<file path="config.mk">
export PLATFORM = sky130hd
export DESIGN_NAME = arm_top
export DESIGN_NICKNAME = d
export VERILOG_FILES = /design/src/rtl/arm_pkg.sv /design/src/rtl/arm_thresh.sv /design/src/rtl/arm_ovr.sv /design/src/rtl/arm_top.sv
export SDC_FILE = /design/constraint.sdc
export NUM_CORES = 1
export LEC_CHECK = 0
export BUFFER_PORTS_ARGS = -buffer_cell sky130_fd_sc_hd__buf_4
export CAP_MARGIN = 10
export CORE_ASPECT_RATIO = 1.1
export CORE_MARGIN = 2
export CORE_UTILIZATION = 50
export DETAILED_ROUTE_END_ITERATION = 10
export PLACE_DENSITY = 0.69
export RECOVER_POWER = 100
export SLEW_MARGIN = 20
export SYNTH_ARGS = -nofsm -noshare
export SYNTH_HDL_FRONTEND = slang
export SYNTH_SLANG_ARGS = --single-unit
</file>
<file path="constraint.sdc">
create_clock -name clk_i -period 7.3 [get_ports clk_i]
set_input_delay 0.73 -clock clk_i [delete_from_list [all_inputs] [get_ports clk_i]]
set_output_delay 0.73 -clock clk_i [all_outputs]
set_load 0.1 [all_outputs]
</file>
<file path="src/rtl/arm_pkg.sv">
package arm_pkg;

    // Register byte addresses.
    localparam logic [31:0] ADDR_STA = 32'hFFFF_0500;
    localparam logic [31:0] ADDR_MSK = 32'hFFFF_0504;
    localparam logic [31:0] ADDR_TH  = 32'hFFFF_0508;
    localparam logic [31:0] ADDR_THC = 32'hFFFF_050C;
    localparam logic [31:0] ADDR_THV = 32'hFFFF_0510;
    localparam logic [31:0] ADDR_RCR = 32'hFFFF_0514;
    localparam logic [31:0] ADDR_CFG = 32'hFFFF_0518;
    localparam logic [31:0] ADDR_DAT = 32'hFFFF_051C;
    localparam logic [31:0] ADDR_ACC = 32'hFFFF_0534;
    localparam logic [31:0] ADDR_RCV = 32'hFFFF_0538;

    // Configuration fields.
    localparam int CFG_GROUND_SWITCH_PIN  = 7;
    localparam int CFG_ACC_LO  = 5;
    localparam int CFG_CMP_LO  = 3;
    localparam int CFG_OVR_EN  = 2;
    localparam int CFG_GND_RES = 1;
    localparam int CFG_RC_EN   = 0;
    localparam logic [7:0] CFG_RESET = 8'h00;

    // Status and mask fields share one layout.
    localparam int STA_READY = 0;
    localparam int STA_OVR   = 2;
    localparam int STA_CMP   = 3;
    localparam int STA_CONV  = 5;
    localparam int STA_ACC   = 6;
    localparam logic [7:0] STA_RESET = 8'h00;
    localparam logic [7:0] MSK_RESET = 8'h00;
    localparam logic [7:0] STA_USED  = 8'h6D;

    localparam logic [1:0] RESP_OKAY   = 2'h0;
    localparam logic [1:0] RESP_SLVERR = 2'h2;

    // Coarse overrange must persist longer than this.
    localparam int OVR_TIME_NS   = 125000;
    localparam int CLK_PERIOD_NS = 40;
    localparam int OVR_CYCLES    = (OVR_TIME_NS + CLK_PERIOD_NS - 1) / CLK_PERIOD_NS;

    typedef enum logic [1:0] {
        ACC_OFF    = 2'h0,
        ACC_CLAMP  = 2'h1,
        ACC_SIGNED = 2'h2,
        ACC_CMP    = 2'h3
    } arm_acc_mode_t;

    typedef enum logic [1:0] {
        CMP_OFF   = 2'h0,
        CMP_LEVEL = 2'h1,
        CMP_COUNT = 2'h2,
        CMP_DECAY = 2'h3
    } arm_cmp_mode_t;

    function automatic logic [23:0] arm_abs(input logic [23:0] v);
        arm_abs = v[23] ? 24'(-v) : v;
    endfunction

    function automatic logic [31:0] arm_merge(input logic [31:0] old, input logic [31:0] data,
                                              input logic [3:0] strb);
        for (int i = 0; i < 4; i++) begin
            arm_merge[i*8 +: 8] = strb[i] ? data[i*8 +: 8] : old[i*8 +: 8];
        end
    endfunction

endpackage

</file>
<file path="src/rtl/arm_thresh.sv">
module arm_thresh #(
    parameter int CW = 16
) (
    input  wire logic                   clk_i,      // System clock.
    input  wire logic                   rst_n_i,    // Asynchronous reset.
    input  wire logic                   ce_i,       // Clock enable.
    input  wire logic                   sample_i,   // New primary result.
    input  wire logic [23:0]            mag_i,      // Absolute result.
    input  wire logic [23:0]            th_i,       // Threshold.
    input  wire logic [CW-1:0]          limit_i,    // Count limit.
    input  wire arm_pkg::arm_cmp_mode_t mode_i,     // Comparator mode.
    output logic      [CW-1:0]          count_o,    // Threshold counter.
    output logic                        hit_o       // Event pulse.
);
    import arm_pkg::*;

    logic [CW-1:0] next_count;
    logic          next_hit;
    logic          above;

    assign above = mag_i >= th_i;

    always_comb begin
        next_count = count_o;
        next_hit   = 1'b0;
        if (mode_i == CMP_OFF) begin
            next_count = '0;
        end else if (sample_i) begin
            case (mode_i)
                CMP_LEVEL: begin
                    next_hit = above;
                end
                CMP_COUNT, CMP_DECAY: begin
                    if (above) begin
                        if (count_o != '1) begin
                            next_count = count_o + 1'b1;
                        end
                    end else if (mode_i == CMP_COUNT) begin
                        next_count = '0;
                    end else if (count_o != '0) begin
                        next_count = count_o - 1'b1;
                    end
                    // Pulse only on arrival so a held count does not refire.
                    next_hit = above && (next_count == limit_i) && (count_o != limit_i);
                end
                default: begin
                    next_count = '0;
                end
            endcase
        end
    end

    always_ff @(posedge clk_i or negedge rst_n_i) begin
        if (!rst_n_i) begin
            count_o <= '0;
            hit_o   <= 1'b0;
        end else if (ce_i) begin
            count_o <= next_count;
            hit_o   <= next_hit;
        end
    end
endmodule

</file>
<file path="src/rtl/arm_ovr.sv">
module arm_ovr #(
    parameter int CYC = arm_pkg::OVR_CYCLES
) (
    input  wire logic clk_i,    // System clock.
    input  wire logic rst_n_i,  // Asynchronous reset.
    input  wire logic ce_i,     // Clock enable.
    input  wire logic enable_i, // Detector enable.
    input  wire logic raw_i,    // Coarse comparator level.
    output logic      flag_o    // Event pulse.
);
    localparam int CNTW = $clog2(CYC + 2);
    localparam logic [CNTW-1:0] CYC_C = CNTW'(CYC);

    logic [CNTW-1:0] cnt;
    logic [CNTW-1:0] next_cnt;
    logic            next_flag;

    // The count stops one past the limit, so a long overrange gives one pulse.
    always_comb begin
        next_cnt  = cnt;
        next_flag = 1'b0;
        if (!enable_i || !raw_i) begin
            next_cnt = '0;
        end else if (cnt <= CYC_C) begin
            next_cnt  = cnt + 1'b1;
            next_flag = (cnt == CYC_C);
        end
    end

    always_ff @(posedge clk_i or negedge rst_n_i) begin
        if (!rst_n_i) begin
            cnt    <= '0;
            flag_o <= 1'b0;
        end else if (ce_i) begin
            cnt    <= next_cnt;
            flag_o <= next_flag;
        end
    end
endmodule

</file>
<file path="src/rtl/arm_top.sv">
// Operation
// Configuration register is 8-bit read/write, resets to zero, all functions off.
// Bit 7 connects the ground switch pin; clearing it disconnects.
// Bit 1 adds a series resistor to the ground switch path.
// 32-bit accumulator mode set by configuration bits 6 to 5.
// Mode 00 clears the accumulator; software holds it off one conversion.
// Mode 01 adds signed results, clamping the total at zero.
// Mode 10 adds signed results without clamp; overflow is allowed.
// Mode 11 runs accumulator with comparator and raises a masked interrupt.
// Comparator bits 4 to 3; 00 off, 01 fires when magnitude reaches threshold.
// Mode 10 fires after limit hits; a miss clears the counter.
// Mode 11 counts likewise, but a miss decrements toward zero.
// Bit 2 flags overrange held longer than 125 microseconds.
// Software keeps the overrange detector off in low power mode.
// Bit 0 fires conversion interrupts only when result count meets limit.
// With bit 0 clear every conversion raises the conversion interrupt.
// Result register holds while ready; reading it clears the ready flags.
// Threshold counter counts each qualifying result; event when it reaches limit.
// All processing steps once per conversion using the stored result; the code uses result_i at the strobe, not dat.
module arm_top #(
    parameter int CW = 16
) (
    input  wire logic        clk_i,                // System clock.
    input  wire logic        rst_n_i,              // Asynchronous reset.
    input  wire logic        ce_i,                 // Clock enable.
    input  wire logic [31:0] s_axi_awaddr_i,       // Write address.
    input  wire logic        s_axi_awvalid_i,      // Write address valid.
    output logic             s_axi_awready_o,      // Write address ready.
    input  wire logic [31:0] s_axi_wdata_i,        // Write data.
    input  wire logic [3:0]  s_axi_wstrb_i,        // Write strobes.
    input  wire logic        s_axi_wvalid_i,       // Write data valid.
    output logic             s_axi_wready_o,       // Write data ready.
    output logic [1:0]       s_axi_bresp_o,        // Write response.
    output logic             s_axi_bvalid_o,       // Write response valid.
    input  wire logic        s_axi_bready_i,       // Write response ready.
    input  wire logic [31:0] s_axi_araddr_i,       // Read address.
    input  wire logic        s_axi_arvalid_i,      // Read address valid.
    output logic             s_axi_arready_o,      // Read address ready.
    output logic [31:0]      s_axi_rdata_o,        // Read data.
    output logic [1:0]       s_axi_rresp_o,        // Read response.
    output logic             s_axi_rvalid_o,       // Read data valid.
    input  wire logic        s_axi_rready_i,       // Read data ready.
    input  wire logic [23:0] result_i,             // Primary filter result.
    input  wire logic        result_valid_i,       // Result strobe.
    input  wire logic        coarse_overrange_i,   // Coarse comparator level.
    output logic             ground_switch_pin_o,  // Ground switch closed.
    output logic             ground_resistor_o,    // Series resistor in path.
    output logic             irq_o                 // Interrupt, active high.
);
    import arm_pkg::*;

    logic [7:0]        cfg;
    logic [7:0]        sta;
    logic [7:0]        msk;
    logic [23:0]       th;
    logic [CW-1:0]     thc;
    logic [CW-1:0]     rcr;
    logic [CW-1:0]     rcv;
    logic [23:0]       dat;
    logic [31:0]       acc;
    logic [7:0]        next_cfg;
    logic [7:0]        next_sta;
    logic [7:0]        next_msk;
    logic [23:0]       next_th;
    logic [CW-1:0]     next_thc;
    logic [CW-1:0]     next_rcr;
    logic [CW-1:0]     next_rcv;
    logic [23:0]       next_dat;
    logic [31:0]       next_acc;
    logic [31:0]       aw_addr;
    logic [31:0]       w_data;
    logic [3:0]        w_strb;
    logic              aw_full;
    logic              w_full;
    logic [31:0]       next_aw_addr;
    logic [31:0]       next_w_data;
    logic [3:0]        next_w_strb;
    logic              next_aw_full;
    logic              next_w_full;
    logic              next_awready;
    logic              next_wready;
    logic              next_bvalid;
    logic [1:0]        next_bresp;
    logic              next_arready;
    logic              next_rvalid;
    logic [31:0]       next_rdata;
    logic [1:0]        next_rresp;
    logic              next_irq;
    logic              wr_go;
    logic              rd_go;
    logic              wr_hit;
    logic              rd_hit;
    logic [31:0]       rd_val;
    logic [31:0]       wr_val;
    logic [31:0]       sum;
    logic [CW-1:0]     thv;
    logic              cmp_hit;
    logic              ovr_hit;
    logic [7:0]        sta_set;
    logic [7:0]        sta_clr;
    arm_acc_mode_t     acc_mode;
    arm_cmp_mode_t     cmp_mode;

    assign acc_mode = arm_acc_mode_t'(cfg[CFG_ACC_LO +: 2]);
    assign cmp_mode = arm_cmp_mode_t'(cfg[CFG_CMP_LO +: 2]);
    assign wr_go    = aw_full && w_full && !s_axi_bvalid_o;
    assign rd_go    = s_axi_arvalid_i && s_axi_arready_o;
    assign sum      = acc + {{8{result_i[23]}}, result_i};

    arm_thresh #(
        .CW(CW)
    ) u_thresh (
        .clk_i   (clk_i),
        .rst_n_i (rst_n_i),
        .ce_i    (ce_i),
        .sample_i(result_valid_i),
        .mag_i   (arm_abs(result_i)),
        .th_i    (th),
        .limit_i (thc),
        .mode_i  (cmp_mode),
        .count_o (thv),
        .hit_o   (cmp_hit)
    );

    arm_ovr #(
        .CYC(OVR_CYCLES)
    ) u_ovr (
        .clk_i   (clk_i),
        .rst_n_i (rst_n_i),
        .ce_i    (ce_i),
        .enable_i(cfg[CFG_OVR_EN]),
        .raw_i   (coarse_overrange_i),
        .flag_o  (ovr_hit)
    );

    // AXI4-Lite write channels: address and data are taken in either order.
    always_comb begin
        next_aw_addr = aw_addr;
        next_w_data  = w_data;
        next_w_strb  = w_strb;
        next_aw_full = aw_full;
        next_w_full  = w_full;
        next_awready = s_axi_awready_o;
        next_wready  = s_axi_wready_o;
        next_bvalid  = s_axi_bvalid_o;
        next_bresp   = s_axi_bresp_o;
        if (!aw_full && !s_axi_awready_o) begin
            next_awready = 1'b1;
        end
        if (!w_full && !s_axi_wready_o) begin
            next_wready = 1'b1;
        end
        if (s_axi_awvalid_i && s_axi_awready_o) begin
            next_aw_addr = s_axi_awaddr_i;
            next_aw_full = 1'b1;
            next_awready = 1'b0;
        end
        if (s_axi_wvalid_i && s_axi_wready_o) begin
            next_w_data = s_axi_wdata_i;
            next_w_strb = s_axi_wstrb_i;
            next_w_full = 1'b1;
            next_wready = 1'b0;
        end
        if (wr_go) begin
            next_bvalid  = 1'b1;
            next_bresp   = wr_hit ? RESP_OKAY : RESP_SLVERR;
            next_aw_full = 1'b0;
            next_w_full  = 1'b0;
        end
        if (s_axi_bvalid_o && s_axi_bready_i) begin
            next_bvalid = 1'b0;
        end
    end

    // Shared map view; bit 32 flags a mapped address.
    function automatic logic [32:0] arm_view(input logic [31:0] addr);
        case (addr)
            ADDR_STA: arm_view = {1'b1, 24'h00_0000, sta};
            ADDR_MSK: arm_view = {1'b1, 24'h00_0000, msk};
            ADDR_TH:  arm_view = {1'b1, 8'h00, th};
            ADDR_THC: arm_view = {1'b1, 32'(thc)};
            ADDR_THV: arm_view = {1'b1, 32'(thv)};
            ADDR_RCR: arm_view = {1'b1, 32'(rcr)};
            ADDR_CFG: arm_view = {1'b1, 24'h00_0000, cfg};
            ADDR_DAT: arm_view = {1'b1, 8'h00, dat};
            ADDR_ACC: arm_view = {1'b1, acc};
            ADDR_RCV: arm_view = {1'b1, 32'(rcv)};
            default:  arm_view = 33'h0_0000_0000;
        endcase
    endfunction
    always_comb {rd_hit, rd_val} = arm_view(s_axi_araddr_i);

    always_comb begin
        next_arready = s_axi_arready_o;
        next_rvalid  = s_axi_rvalid_o;
        next_rdata   = s_axi_rdata_o;
        next_rresp   = s_axi_rresp_o;
        if (!s_axi_rvalid_o && !s_axi_arready_o) begin
            next_arready = 1'b1;
        end
        if (rd_go) begin
            next_arready = 1'b0;
            next_rvalid  = 1'b1;
            next_rdata   = rd_val;
            next_rresp   = rd_hit ? RESP_OKAY : RESP_SLVERR;
        end
        if (s_axi_rvalid_o && s_axi_rready_i) begin
            next_rvalid = 1'b0;
        end
    end

    // Register file, result path and status flags.
    always_comb begin
        wr_hit   = 1'b1;
        next_cfg = cfg;
        next_msk = msk;
        next_th  = th;
        next_thc = thc;
        next_rcr = rcr;
        next_rcv = rcv;
        next_dat = dat;
        next_acc = acc;
        sta_set  = 8'h00;
        sta_clr  = 8'h00;
        wr_val   = arm_merge(32'(arm_view(aw_addr)), w_data, w_strb);
        if (wr_go) begin
            case (aw_addr)
                ADDR_STA: sta_clr  = w_data[7:0] & {8{w_strb[0]}};
                ADDR_MSK: next_msk = wr_val[7:0];
                ADDR_TH:  next_th  = wr_val[23:0];
                ADDR_THC: next_thc = wr_val[CW-1:0];
                ADDR_RCR: next_rcr = wr_val[CW-1:0];
                ADDR_CFG: next_cfg = wr_val[7:0];
                default:  wr_hit   = 1'b0;
            endcase
        end
        if (rd_go && s_axi_araddr_i == ADDR_DAT) begin
            sta_clr[STA_READY] = 1'b1;
        end
        if (result_valid_i) begin
            if (!sta[STA_READY]) begin
                next_dat = result_i;
            end
            sta_set[STA_READY] = 1'b1;
            next_rcv           = rcv + 1'b1;
            sta_set[STA_CONV]  = !cfg[CFG_RC_EN] || (next_rcv == rcr);
            if (sta_set[STA_CONV]) begin
                next_rcv = '0;
            end
        end
        case (acc_mode)
            ACC_CLAMP: begin
                if (result_valid_i) begin
                    // Only a negative step may clamp; positive overflow wraps.
                    next_acc = (result_i[23] && sum[31]) ? 32'h0000_0000 : sum;
                end
            end
            ACC_SIGNED, ACC_CMP: begin
                if (result_valid_i) begin
                    next_acc         = sum;
                    sta_set[STA_ACC] = (acc_mode == ACC_CMP) && ($signed(sum) >= $signed({8'h00, th}));
                end
            end
            default: begin
                next_acc = 32'h0000_0000;
            end
        endcase
        sta_set[STA_CMP] = cmp_hit;
        sta_set[STA_OVR] = ovr_hit;
        // A new event in the clearing cycle survives.
        next_sta = ((sta & ~sta_clr) | sta_set) & STA_USED;
        next_irq = |(next_sta & msk);
    end

    always_ff @(posedge clk_i or negedge rst_n_i) begin
        if (!rst_n_i) begin
            cfg             <= CFG_RESET;
            sta             <= STA_RESET;
            msk             <= MSK_RESET;
            th              <= '0;
            thc             <= '0;
            rcr             <= '0;
            rcv             <= '0;
            dat             <= '0;
            acc             <= '0;
            aw_addr         <= '0;
            w_data          <= '0;
            w_strb          <= '0;
            aw_full         <= 1'b0;
            w_full          <= 1'b0;
            s_axi_awready_o <= 1'b0;
            s_axi_wready_o  <= 1'b0;
            s_axi_bvalid_o  <= 1'b0;
            s_axi_bresp_o   <= RESP_OKAY;
            s_axi_arready_o <= 1'b0;
            s_axi_rvalid_o  <= 1'b0;
            s_axi_rdata_o   <= '0;
            s_axi_rresp_o   <= RESP_OKAY;
            irq_o           <= 1'b0;
            ground_switch_pin_o <= 1'b0;
            ground_resistor_o   <= 1'b0;
        end else if (ce_i) begin
            cfg             <= next_cfg;
            sta             <= next_sta;
            msk             <= next_msk;
            th              <= next_th;
            thc             <= next_thc;
            rcr             <= next_rcr;
            rcv             <= next_rcv;
            dat             <= next_dat;
            acc             <= next_acc;
            aw_addr         <= next_aw_addr;
            w_data          <= next_w_data;
            w_strb          <= next_w_strb;
            aw_full         <= next_aw_full;
            w_full          <= next_w_full;
            s_axi_awready_o <= next_awready;
            s_axi_wready_o  <= next_wready;
            s_axi_bvalid_o  <= next_bvalid;
            s_axi_bresp_o   <= next_bresp;
            s_axi_arready_o <= next_arready;
            s_axi_rvalid_o  <= next_rvalid;
            s_axi_rdata_o   <= next_rdata;
            s_axi_rresp_o   <= next_rresp;
            irq_o           <= next_irq;
            ground_switch_pin_o <= next_cfg[CFG_GROUND_SWITCH_PIN];
            ground_resistor_o   <= next_cfg[CFG_GND_RES];
        end
    end
endmodule

</file>
# Word level (Yosys, flattened, before mapping)
# Cells that the tools add are included.
# Widths: inputs -> output; s select.
# classes
shifts	0
multipliers	0
n_lt_le_gt_ge	3
mux	55
n_reduce_logical	64
add_sub_neg	6
n_bitwise	6
div	0
n_eq_ne	31
# ops
operator	count
$eq 32x32->1 const B	16
$pmux 33 s10	1
$mux 16	10
$mux 32	3
$pmux 24 s4	1
$pmux 32 s2	1
$mux 8	5
$add 16x1->16 const B	2
$add 32x32->32	1
$eq 16x16->1	2
$ge 32x25->1	1
$pmux 16 s2	1
$reduce_and 2->1	13
$mux 1	25
$ge 24x24->1	1
$mux 12	2
$mux 24	1
$neg 24->24	1
$reduce_and 3->1	8
$reduce_bool 2->1	9
$ne 16x16->1	1
$ne 16x16->1 const B	1
$reduce_bool 16->1	1
$sub 16x1->16 const B	1
23 further kinds	57
# totals
ram_bits	0
ff_bits	284
wordCells	196
mem_bits_ro	0
output_inout_bits	44
mem_count	0
inputBits	134
latch_bits	0

# Logic depth before layout (Yosys ltp)
# Gate-level depths: netlist (run 1).
# depth
word_depth	13
mapped_depth	21
depth_no_buf	21

# By module
# From an unflattened synthesis (run 1), not the netlist that was laid out.
# hier_totals
hier_cells	2046
hier_area_um2	18420.2
# modules_own_cells
mod	instances	area_per_inst_um2	seq_area_each_um2	cells_each
arm_top	1	14564.0	6256.0	1534
arm_thresh	1	3070.4	425.4	423
arm_ovr	1	785.8	325.3	89

# Worst setup path after synthesis (run 1)
# OpenSTA, ideal clock, no wires.
# synth_timing
path_type	input -> register
from	input port result_i[11]
to	register u_thresh.hit_o
setup_slack_ps	2630
arrival_time_ps	4578
setup_time_ps	92
path_buffers	1
path_stages	17
required_ps	7208
cell_sequence	or4_1 > nor3_1 > nand4_1 > o41ai_1 > xnor2_1 > ha_1 > nand4_1 > nor4_2 > a221oi_1 > nand3b_1 > buf_2 > nor4_1 > mux2_2 > nor3_1 > xnor2_1 > nand4_1 > o31ai_2
# synth_between
elab_chain_cells	13
# synth_lines
element	line	source
from (decl)	arm_top.sv:43	input wire logic [23:0] result_i,
$neg 24->24	arm_pkg.sv:57	arm_abs = v[23] ? 24'(-v) : v;
$mux 24 *	arm_pkg.sv:57	
$ge 24x24->1 *	arm_thresh.sv:21	assign above = mag_i >= th_i;
$mux 16	arm_thresh.sv:34	if (above) begin
$mux 16	arm_thresh.sv:29	case (mode_i)
$mux 16	arm_thresh.sv:28	end else if (sample_i) begin
$mux 16	arm_thresh.sv:26	if (mode_i == CMP_OFF) begin
$eq 16x16->1	arm_thresh.sv:44	next_hit = above && (next_count == limit_i) && (count_o != limit_i);
$logic_and 1x1->1 (2 in a row)	arm_thresh.sv:44	
$pmux 1 s2 *	arm_thresh.sv:29	
$mux 1 *	arm_thresh.sv:28	
$mux 1 *	arm_thresh.sv:26	
to (signal assigned)	arm_thresh.sv:59	hit_o <= next_hit;
to (decl)	arm_thresh.sv:13	output logic hit_o
# Every way passes the cells marked *; elsewhere a longest branch is shown, timed or not. The select of a mux whose other input is x is not followed.
# A chain may end at the register's enable or synchronous reset.

# Final worst setup path (run 1)
# layout_timing
from	register aw_addr[13]
to	register rcr[3]
# layout_between
elab_chain_cells	3
elab_cells_between_ends	7
classes_between	eq/ne: 4; mux: 2; reduce/logical: 1
# layout_lines
element	line	source
from (decl)	arm_top.sv:70	logic [31:0] aw_addr;
from (signal assigned)	arm_top.sv:312	aw_addr <= next_aw_addr;
$eq 32x32->1, on equally long branches	arm_top.sv:177, arm_top.sv:227	
$pmux 24 s4	arm_top.sv:177	case (addr)
$mux 8	arm_pkg.sv:63	arm_merge[i*8 +: 8] = strb[i] ? data[i*8 +: 8] : old[i*8 +: 8];
to (signal assigned)	arm_top.sv:308	rcr <= next_rcr;
to (decl)	arm_top.sv:57	logic [CW-1:0] rcr;
# Several ways; a longest one is shown, not always the timed one. The select of a mux whose other input is x is not followed.

==> flow_summary.yaml, run 1 <==
logic_synthesis:
  synth_edf_count: 0
  ys.flop_type: "dfrtp_1"
  async_reset_ff_share_pct: 100
  yosys_warnings: 0
  synth_seq_cells: 280
  syn_area_per_cell_sq_um: 9.15
  synth_cell_type_count: 85
  netlist_area_sq_um: 18000
  seq_area_frac_synth_pct: 38.9
  syn_inst: 1969
setup_path:
  critPathSlowestCell: "nor3_1"
  cp-end-kind: "register"
  path_cells: "or4_1, nor4_1, nand2_1, nor3_1, nand2_1, o21ai_0"
  cp-start-kind: "register"
  path_class: "register to register"
  cp_max_fo: 32
  cp_data_arrival_time_ns: 6.36
  slowest_delay_ns: 2.22
  required_ns: 7.77
  crit_top_cell: "nand2_1"
pwr:
  cellPowerDensity_nw_per_um2: 244
  switching_share_pct: 33.7
  peakVddDrop_uv: 202
  power_switching_mw: 1.67
  clkPwrFrac_pct: 33.6
  intPower_mw: 3.28
  power.share.sequential_pct: 41.1
  leakage_nw: 8.67
  combPwrFrac_pct: 25.3
  power_mw: 4.95
cts:
  clk_latency_ns: 0.59
  cts_resized: 0
  cts_made_buffers: 30
  cts_max_level: 1
  cts_tree: "yes"
  post-cts-setup-buffers: 0
  cts.sinks: 280
  clockBufferDepth: 3
  root_buffer: "clkbuf_16"
  cts-hold-fix-buffers: 0
  path_clk_slew_ns: 0.06
drt:
  wirelength_microns: 59200
  route.detailed.drc: 0
  drt_iter0_markers: 1678
  drtPass1Iterations: 8
  vias: 16300
  avgViaCountPerCell: 6.34
  drtAntennaViolNets: 0
  wire_per_inst_microns: 23.0
min_path:
  worstHoldPathType: "primary input to register"
sta:
  max-slew-margin-rel_pct: -172
  worst_pin_slew_ns: 4.07
  clock-skew-final_ns: 0.0126
  hold_violations: 0
  min_period_ns: 5.89
  slew_viol_final: 421
  hold_ws_ns: 0.324
  clock.fmax_mhz: 170
  rsz0062_at_grt: "false"
  finalSetupTns_ns: 0
  fin_crit_sh_pct: 80.7
  setup_viol: 0
grt:
  grt_pass1_vias: 16000
  overflow: 0
  grt_pass1_wl_microns: 92100
  track_usage_pct: 31.7
  antenna_found_initial: 0
  grt_start_max_net_pins: 136
placed_design:
  gp_congestion: 0.956
  dp_hpwl_microns: 43400
  port-buffer-count: 166
cells_and_area:
  final_common_cell: "dfrtp_1"
  num_antenna_cells: 0
  fillCellCount: 3175
  final_nets: 2288
  drive_gt1_share_pct: 15.0
  area_delta_synth_final_pct: 12.5
  final_cell_mix: "dfrtp_1, nand2_1, o21ai_0, buf_4, nor2_1"
die:
  die_x_microns: 185
  fp-row-count: 72
  io_pins: 178
  core_area_sq_um: 35300
  die_y_microns: 203
  die_area_sq_um: 37600
  initial_core_util_pct: 51.0
status:
  status: "finished, violations left"
  failed_checks: "max-capacitance violations, max-slew violations"
job:
  drv_cap: 11
layer usage:
metal | up-vias | GRT usage [%] | part of all wire (%)
li1 | 7427 | - | -
met1 | 7957 | 43.1 | 41
met2 | 749 | 50.4 | 46
met3 | 146 | 4.81 | 8.2
met4 | 0 | 13.5 | 4.2
met5 | - | 0 | 0
final timing paths:
check | from | to | slack (ns) | depth (start not counted)
max | aw_addr[13] | rcr[3] | 1.41 | 6
min | s_axi_rready_i | s_axi_rvalid_o | 0.32 | 2
max reg2reg | aw_addr[13] | rcr[3] | 1.41 | 6
min reg2reg | s_axi_rdata_o[24] | s_axi_rdata_o[24] | 0.47 | 2
max in group asynchronous | rst_n_i | aw_addr[9] | 2.25 | 2
min in group asynchronous | rst_n_i | acc[11] | 1.54 | 1
synth_stat cells (13+ instances only):
cell      number  area share (%)
dfrtp_1      280              39
mux2i_1       16            0.89
a21oi_1       81             2.2
a221oi_1      15            0.73
nor4_1        16            0.56
o21ai_0      131             3.6
a31oi_1       19            0.66
nor2b_1       17            0.59
a222oi_1      35             1.9
nand3_1       55             1.5
inv_1         65             1.4
clkbuf_1      75             1.6
nor3_1        28            0.78
nand2b_1      18            0.62
buf_4         13            0.54
o21ai_1       40             1.1
buf_2         19            0.53
o21a_1        15            0.62
a22oi_1       31             1.3
nand4_1       46             1.6
a21o_1        39             1.6
xor2_1        29             1.4
nor2_1       105             2.2
ha_1          87             6.0
o31ai_1       20            0.83
a22o_1        17            0.83
and3_1        21            0.73
mux2_2        92             5.7
nand2_1      267             5.6
xnor2_1       74             3.6
critical path, delay by kind of cell, from the launching register on:
family / cells / cell delay [ns]
flip-flops: 1 / 0.37
AO/OA/AOI/OAI: 1 / 0.54
AND/OR/NAND/NOR: 5 / 4.85
power by group through the flow:
stage	clock network [mW]	registers (mW)	logic (mW)
floorplan	0	2.12	0.806
global placement	0	2.06	1.26
CTS	1.68	2.04	1.30
finish	1.67	2.04	1.25
global route	1.76	2.06	1.37
detailed placement	0	2.07	1.29
registers in the layout, summed over array words and instances (netlist names), 7 cells and up:
register          cells
cfg                   7
dat                  24
w_data               24
acc                  32
u_thresh.count_o     16
rcr                  16
msk                   8
aw_addr              32
rcv                  16
th                   24
u_ovr.cnt            12
thc                  16
s_axi_rdata_o        32
metrics by stage:
step / util, % / setup slack, ns / cells / area (sq um)
3_3_place_gp: 55.2 / 1.29 / 2515 / 19500
5_1_grt: 57.4 / 1.18 / 2568 / 20300
2_1_floorplan: - / 2.63 / 1970 / 18000
3_5_place_dp: 55.2 / 1.26 / 2515 / 19500
4_1_cts: 58.3 / 1.86 / 2568 / 20600
6_report: 57.4 / 1.41 / 2568 / 20300
cell families after synthesis:
| family | count (synthesis) | synth area share, % |
|---|---|---|
| AND/OR/NAND/NOR | 659 | 18.4 |
| buffers and inverters | 188 | 4.49 |
| AO/OA/AOI/OAI | 542 | 20.4 |
| adder cells (fa/ha/maj) | 88 | 6.15 |
| XOR/XNOR | 103 | 5.01 |
| flip-flops | 280 | 38.9 |
| multiplexers | 108 | 6.64 |
| other | 1 | 0.0208 |
layout make-up:
type | count | area [sq um] | share of cell area [%]
Sequential cell | 280 | 7010 | 34.5
Clock buffer | 40 | 858 | 4.23
Tap cell | 481 | 602 | 2.97
Multi-Input combinational cell | 1502 | 10100 | 50.0
Clock inverter | 13 | 218 | 1.07
Inverter | 65 | 244 | 1.20
Timing Repair Buffer | 187 | 1220 | 6.01
Note: power is estimated with default switching activity, not from simulation.
==> inputs of run 2 (changes only) <==
--- a/config.mk
+++ b/config.mk
@@ -5,13 +5,14 @@
 export SDC_FILE = /design/constraint.sdc
 export NUM_CORES = 1
 export LEC_CHECK = 0
+export ABC_AREA = 1
 export BUFFER_PORTS_ARGS = -buffer_cell sky130_fd_sc_hd__buf_4
 export CAP_MARGIN = 10
 export CORE_ASPECT_RATIO = 1.1
 export CORE_MARGIN = 2
 export CORE_UTILIZATION = 50
 export DETAILED_ROUTE_END_ITERATION = 10
-export PLACE_DENSITY = 0.69
+export PLACE_DENSITY = 0.72
 export RECOVER_POWER = 100
 export SLEW_MARGIN = 20
 export SYNTH_ARGS = -nofsm -noshare
==> constraint.sdc (replaced) <==
create_clock -name clk_i -period 5.3 [get_ports clk_i]
set_input_delay 0.53 -clock clk_i [delete_from_list [all_inputs] [get_ports clk_i]]
set_output_delay 0.53 -clock clk_i [all_outputs]
set_load 0.1 [all_outputs]
==> run 2 against run 1 <==
The flow still finishes with violations (max-capacitance violations, max-slew violations). Largest power group unchanged. Highest routed layer unchanged. Via count increased by 15%. Critical endpoint is now u_thresh.hit_o. Utilization increased by 0.52 points. Largest cell class unchanged. Die area increased by 2.4%. Clock skew increased by 0.017 ns. Synthesized area increased by 2.5%. Synthesized cell count increased by 32%. Sequential power increased by 33%. Combinational power increased by 6%. Power increased by 28%.
==> flow_summary.yaml, run 2 <==
cells_and_area:
  top_regs: "acc (32), aw_addr (32), s_axi_rdata_o (32)"
  area_delta_synth_final_pct: 13.8
  final_util_pct: 58.0
  multiInputGateArea_sq_um: 9970
  final_nets: 2958
  drive_gt1_share_pct: 7.44
  design_area_sq_um: 21000
  seq_area_sq_um: 7010
  fillCellCount: 3534
  num_antenna_cells: 0
  final_cell_mix: "nand2_1, inv_1, dfrtp_1, nor2_1, nand3_1"
  final_common_cell: "nand2_1"
logic_synthesis:
  synth_cell_type_count: 50
  synth_seq_cells: 280
  synth.most_common_cell: "nand2_1"
  seq_area_frac_synth_pct: 37.9
  synthTopCellsByArea: "dfrtp_1, nand2_1, ha_1, inv_1, nand3_1"
  ys.flop_type: "dfrtp_1"
  synth_edf_count: 0
  yosysTopAreaCellShare_pct: 37.9
  syn_area_per_cell_sq_um: 7.11
  async_reset_ff_share_pct: 100
  syn_inst: 2598
  yosys.area.top_type: "dfrtp_1"
  netlist_area_sq_um: 18500
  yosys_warnings: 0
  synth_common_cells: "nand2_1, inv_1, dfrtp_1"
drt:
  avgViaCountPerCell: 5.76
  wire_per_inst_microns: 19.4
  drtAntennaViolNets: 0
  wirelength_microns: 63000
  drt_iter0_markers: 1936
  vias: 18700
  drtPass1Iterations: 6
  route.detailed.drc: 0
min_path:
  min_from: "s_axi_wdata_i[19]"
  worstHoldPathType: "primary input to register"
  hold_depth: 3
  hold_end: "w_data[19]"
sta:
  finalSetupTns_ns: 0
  setup_viol: 0
  rsz0062_at_grt: "false"
  worst_pin_slew_ns: 2.76
  hold_ws_ns: 0.127
  fin_crit_sh_pct: 88.8
  hold_violations: 0
  clock.fmax_mhz: 212
  min_period_ns: 4.71
  slew_viol_final: 386
  max-slew-margin-rel_pct: -84.0
  clock-skew-final_ns: 0.0292
placed_design:
  postPlaceCellArea_sq_um: 20200
  dp_hpwl_microns: 48000
  gp_congestion: 0.969
  port-buffer-count: 166
grt:
  grt_pass1_vias: 18100
  grt_pass1_wl_microns: 99400
  track_usage_pct: 32.8
  grt_start_max_net_pins: 101
  overflow: 0
  antenna_found_initial: 0
status:
  failed_checks: "max-capacitance violations, max-slew violations"
  status: "finished, violations left"
setup_path:
  cp_data_arrival_time_ns: 5.22
  critPathSlowestCell: "ha_1"
  r2r_slack_ns: 0.80
  rr_worst_depth: 7
  slowest_delay_ns: 0.30
  r2r_start: "aw_addr[18]"
  cp-end-kind: "register"
  required_ns: 5.81
  r2r-end: "thc[0]"
  cp-start-kind: "primary input"
  crit_top_cell: "nand2_1"
  path_class: "primary input to register"
  cp_max_fo: 19
cts:
  clockBufferDepth: 3
  cts_made_buffers: 31
  cts.sinks: 280
  cts_resized: 0
  path_clk_slew_ns: 0.06
  clk_latency_ns: 0.60
  root_buffer: "clkbuf_16"
  cts-hold-fix-buffers: 0
  cts_tree: "yes"
  post-cts-setup-buffers: 0
  cts_max_level: 1
die:
  fp-row-count: 73
  core_area_sq_um: 36300
  die_y_microns: 206
  die_area_sq_um: 38500
  die_x_microns: 187
  initial_core_util_pct: 50.9
  io_pins: 178
pwr:
  power_mw: 6.33
  peakVddDrop_uv: 320
  leakage_nw: 10.4
  cellPowerDensity_nw_per_um2: 301
job:
  drv_cap: 8
==> run 2: changes by cell type after synthesis, sizes merged, moves of 59 or more <==
| cell | change |
|---|---|
| inv | +219 |
| mux2 | -92 |
| nand2 | +505 |
| nand3 | +143 |
| nor2 | +100 |
| o22ai | +89 |
| xnor2 | -59 |
==> run 2: per-stage QoR <==
stage / instances / setup slack, ns
finish: 3244 / 0.593
global placement: 3190 / 0.298
CTS: 3244 / 0.751
floorplan: 2599 / 1.21
global route: 3244 / 0.0912
detailed placement: 3190 / 0.187
==> run 2: final cells by class <==
cell class / instances / share of cell area, %
Clock inverter: 8 / 0.691
Sequential cell: 280 / 33.3
Clock buffer: 46 / 4.39
Inverter: 289 / 5.16
Timing Repair Buffer: 194 / 6.07
Tap cell: 487 / 2.90
Multi-Input combinational cell: 1940 / 47.5
==> run 2: how the worst max path moves through the flow <==
stage	cells after the start	startpoint	end	slack [ns]
2_1_floorplan	31	result_i[1]	u_thresh.hit_o	1.21
3_3_place_gp	32	result_i[1]	u_thresh.hit_o	0.30
3_5_place_dp	32	result_i[1]	u_thresh.hit_o	0.19
4_1_cts	32	result_i[1]	u_thresh.hit_o	0.75
5_1_grt	32	result_i[1]	u_thresh.hit_o	0.09
6_report	32	result_i[1]	u_thresh.hit_o	0.59
==> run 2: cell families (layout without fill, tap and decap cells) <==
kind of cell / after synthesis / count (layout) / share of synthesized area (%)
adders and majority gates: 88 / 88 / 6.00
DFF: 280 / 280 / 37.9
xor gates and xnor gates: 62 / 62 / 3.01
muxes: 18 / 18 / 0.975
AOI/OAI and AO/OA: 468 / 468 / 14.6
and+or+nand+nor: 1302 / 1302 / 29.6
buffers and inverters: 379 / 537 / 7.93
other: 1 / 2 / 0.0203
==> run 2: power by group <==
| group | internal, mW | switching (mW) | total [mW] |
|---|---|---|---|
| clock | 1.38 | 0.917 | 2.30 |
| combinational | 0.394 | 0.927 | 1.32 |
| sequential | 2.46 | 0.251 | 2.71 |
==> run 2: worst max-delay path: cells and delay by family <==
family,cells,cell delay [ns]
AND/OR/NAND/NOR,22,3.05
buffers and inverters,6,0.83
AO/OA/AOI/OAI,1,0.13
XOR/XNOR,1,0.18
adder cells (fa/ha/maj),2,0.47
==> run 2: layer usage <==
layer | up-vias | global-route usage [%] | share of wire (%)
met2 | 893 | 52.9 | 45
li1 | 8903 | - | -
met5 | - | 0 | 0
met3 | 162 | 6.33 | 8.9
met1 | 8733 | 43.7 | 42
met4 | 0 | 13.2 | 4.1
==> inputs of run 3 (changes only) <==
--- a/config.mk
+++ b/config.mk
@@ -10,9 +10,9 @@
 export CAP_MARGIN = 10
 export CORE_ASPECT_RATIO = 1.1
 export CORE_MARGIN = 2
-export CORE_UTILIZATION = 50
+export CORE_UTILIZATION = 45
 export DETAILED_ROUTE_END_ITERATION = 10
-export PLACE_DENSITY = 0.72
+export GPL_ROUTABILITY_DRIVEN = 0
 export RECOVER_POWER = 100
 export SLEW_MARGIN = 20
 export SYNTH_ARGS = -nofsm -noshare
==> constraint.sdc (replaced) <==
create_clock -name clk_i -period 5.35 [get_ports clk_i]
set_input_delay 0.535 -clock clk_i [delete_from_list [all_inputs] [get_ports clk_i]]
set_output_delay 0.535 -clock clk_i [all_outputs]
set_load 0.1 [all_outputs]
==> run 3 against run 2 <==
The flow still finishes with violations (max-capacitance violations, max-slew violations). Sequential cell count unchanged. Register-to-register slack got worse by 0.26 ns. Power increased by 2.8%. Critical path depth decreased by 20. Wire length decreased by 0.20%. Non-clock buffer count decreased by 5. Largest power group unchanged.
==> flow_summary.yaml, run 3 (synthesis gave the netlist of run 2 again) <==
die:
  die_area_sq_um: 42700
  die_x_microns: 197
  initial_core_util_pct: 45.8
  io_pins: 178
  fp-row-count: 77
  die_y_microns: 216
  core_area_sq_um: 40400
cells_and_area:
  final_nets: 2957
  multiInputGateArea_sq_um: 9970
  final_common_cell: "nand2_1"
  area_delta_synth_final_pct: 14.7
  fillCellCount: 4004
  seq_area_sq_um: 7010
  drive_gt1_share_pct: 7.51
  fin_cells: 3271
  final_util_pct: 52.5
  final_cell_mix: "nand2_1, inv_1, dfrtp_1, nor2_1, nand3_1"
  top_regs: "acc (32), aw_addr (32), s_axi_rdata_o (32)"
  num_antenna_cells: 0
cts:
  clockBufferDepth: 3
  cts.sinks: 280
  cts_made_buffers: 35
  cts_resized: 0
  path_clk_slew_ns: 0.06
  cts_tree: "yes"
  clk_latency_ns: 0.57
  cts-hold-fix-buffers: 0
  cts_max_level: 2
  post-cts-setup-buffers: 0
  root_buffer: "clkbuf_16"
sta:
  finalSetupTns_ns: 0
  min_period_ns: 4.81
  timing.final.ws_setup_ns: 0.544
  rsz0062_at_grt: "false"
  worst_pin_slew_ns: 2.84
  setup_viol: 0
  hold_violations: 0
  fin_crit_sh_pct: 89.8
  slew_viol_final: 330
  max-slew-margin-rel_pct: -89.1
  clock-skew-final_ns: 0.0232
  clock.fmax_mhz: 208
drt:
  route.detailed.drc: 0
  avgViaCountPerCell: 5.66
  drt_iter0_markers: 1709
  drtAntennaViolNets: 0
  drtPass1Iterations: 8
  wirelength_microns: 62900
  vias: 18500
  wire_per_inst_microns: 19.2
setup_path:
  path_class: "register to register"
  rr_worst_depth: 12
  crit_buf_inv: 1
  path_cells: "ha_1, nand2_1, nor2_1, nand2_1, o21ai_0, nand4_1, nand3_1, nand2_1, o21ai_0, clkbuf_1, nand3_1, o21ai_0"
  critPathSlowestCell: "o21ai_0"
  r2r_slack_ns: 0.54
  required_ns: 5.82
  cp-start-kind: "register"
  slowest_delay_ns: 1.22
  r2r_start: "acc[14]"
  critPathTopFamily: "compound AO/OA/AOI/OAI gates"
  cp_data_arrival_time_ns: 5.28
  cp_max_fo: 16
  r2r-end: "acc[10]"
  cp-end-kind: "register"
placed_design:
  place_ws_ns: 0.219
  port-buffer-count: 166
  dp_hpwl_microns: 48000
  placedCellCount: 3211
grt:
  track_usage_pct: 29.6
  grt_start_max_net_pins: 102
  grt_pass1_vias: 17900
  antenna_found_initial: 0
  grt_pass1_wl_microns: 98400
  overflow: 0
min_path:
  hold_end: "w_data[22]"
  min_from: "s_axi_wdata_i[22]"
  worstHoldPathType: "primary input to register"
  hold_depth: 3
status:
  status: "finished, violations left"
  failed_checks: "max-capacitance violations, max-slew violations"
job:
  drv_cap: 7
pwr:
  leakage_nw: 10.5
  peakVddDrop_uv: 303
  cellPowerDensity_nw_per_um2: 307
  power_mw: 6.51
==> run 3: final cells by class <==
class	instances	area share (%)
tap	513	3.03
multi-input combinational	1940	47.1
timing repair buffer	189	5.85
sequential	280	33.1
clock buffer	48	4.74
inverter	289	5.12
clock inverter	12	1.08
==> run 3: worst max path at each step <==
stage / depth (start not counted) / slack, ns / endpoint / start
2_1_floorplan: 31 / 1.25 / u_thresh.hit_o / result_i[1]
3_3_place_gp: 32 / 0.34 / u_thresh.hit_o / result_i[0]
3_5_place_dp: 32 / 0.22 / u_thresh.hit_o / result_i[0]
4_1_cts: 32 / 0.78 / u_thresh.hit_o / result_i[0]
5_1_grt: 32 / 0.19 / u_thresh.hit_o / result_i[0]
6_report: 12 / 0.54 / acc[10] / acc[14]
==> run 3: metrics by stage <==
step / instance area [sq um] / hold slack, ns
4_1_cts: 21400 / 0.0751
6_report: 21200 / 0.161
3_5_place_dp: 20200 / 0.464
5_1_grt: 21200 / 0.149
2_1_floorplan: 18500 / 0.239
3_3_place_gp: 20200 / 0.455
==> run 3: where the power goes <==
part / internal [mW] / switching [mW]
combinational: 0.387 / 0.903
clock: 1.53 / 1.01
sequential: 2.44 / 0.239
==> run 3: routing by layer <==
metal	routed length (microns)	part of all wire [%]	vias up	track usage, %
li1	-	-	8900	-
met1	27100	43	8740	39.8
met2	29000	46	741	47.8
met3	4070	6.5	137	3.87
met4	2690	4.3	0	13.3
met5	0	0	-	0
==> run 3: tightest hold or removal path: cells and delay by family <==
family                 cells  cell delay [ns]
buffers and inverters      1             0.07
AND/OR/NAND/NOR            2             0.08
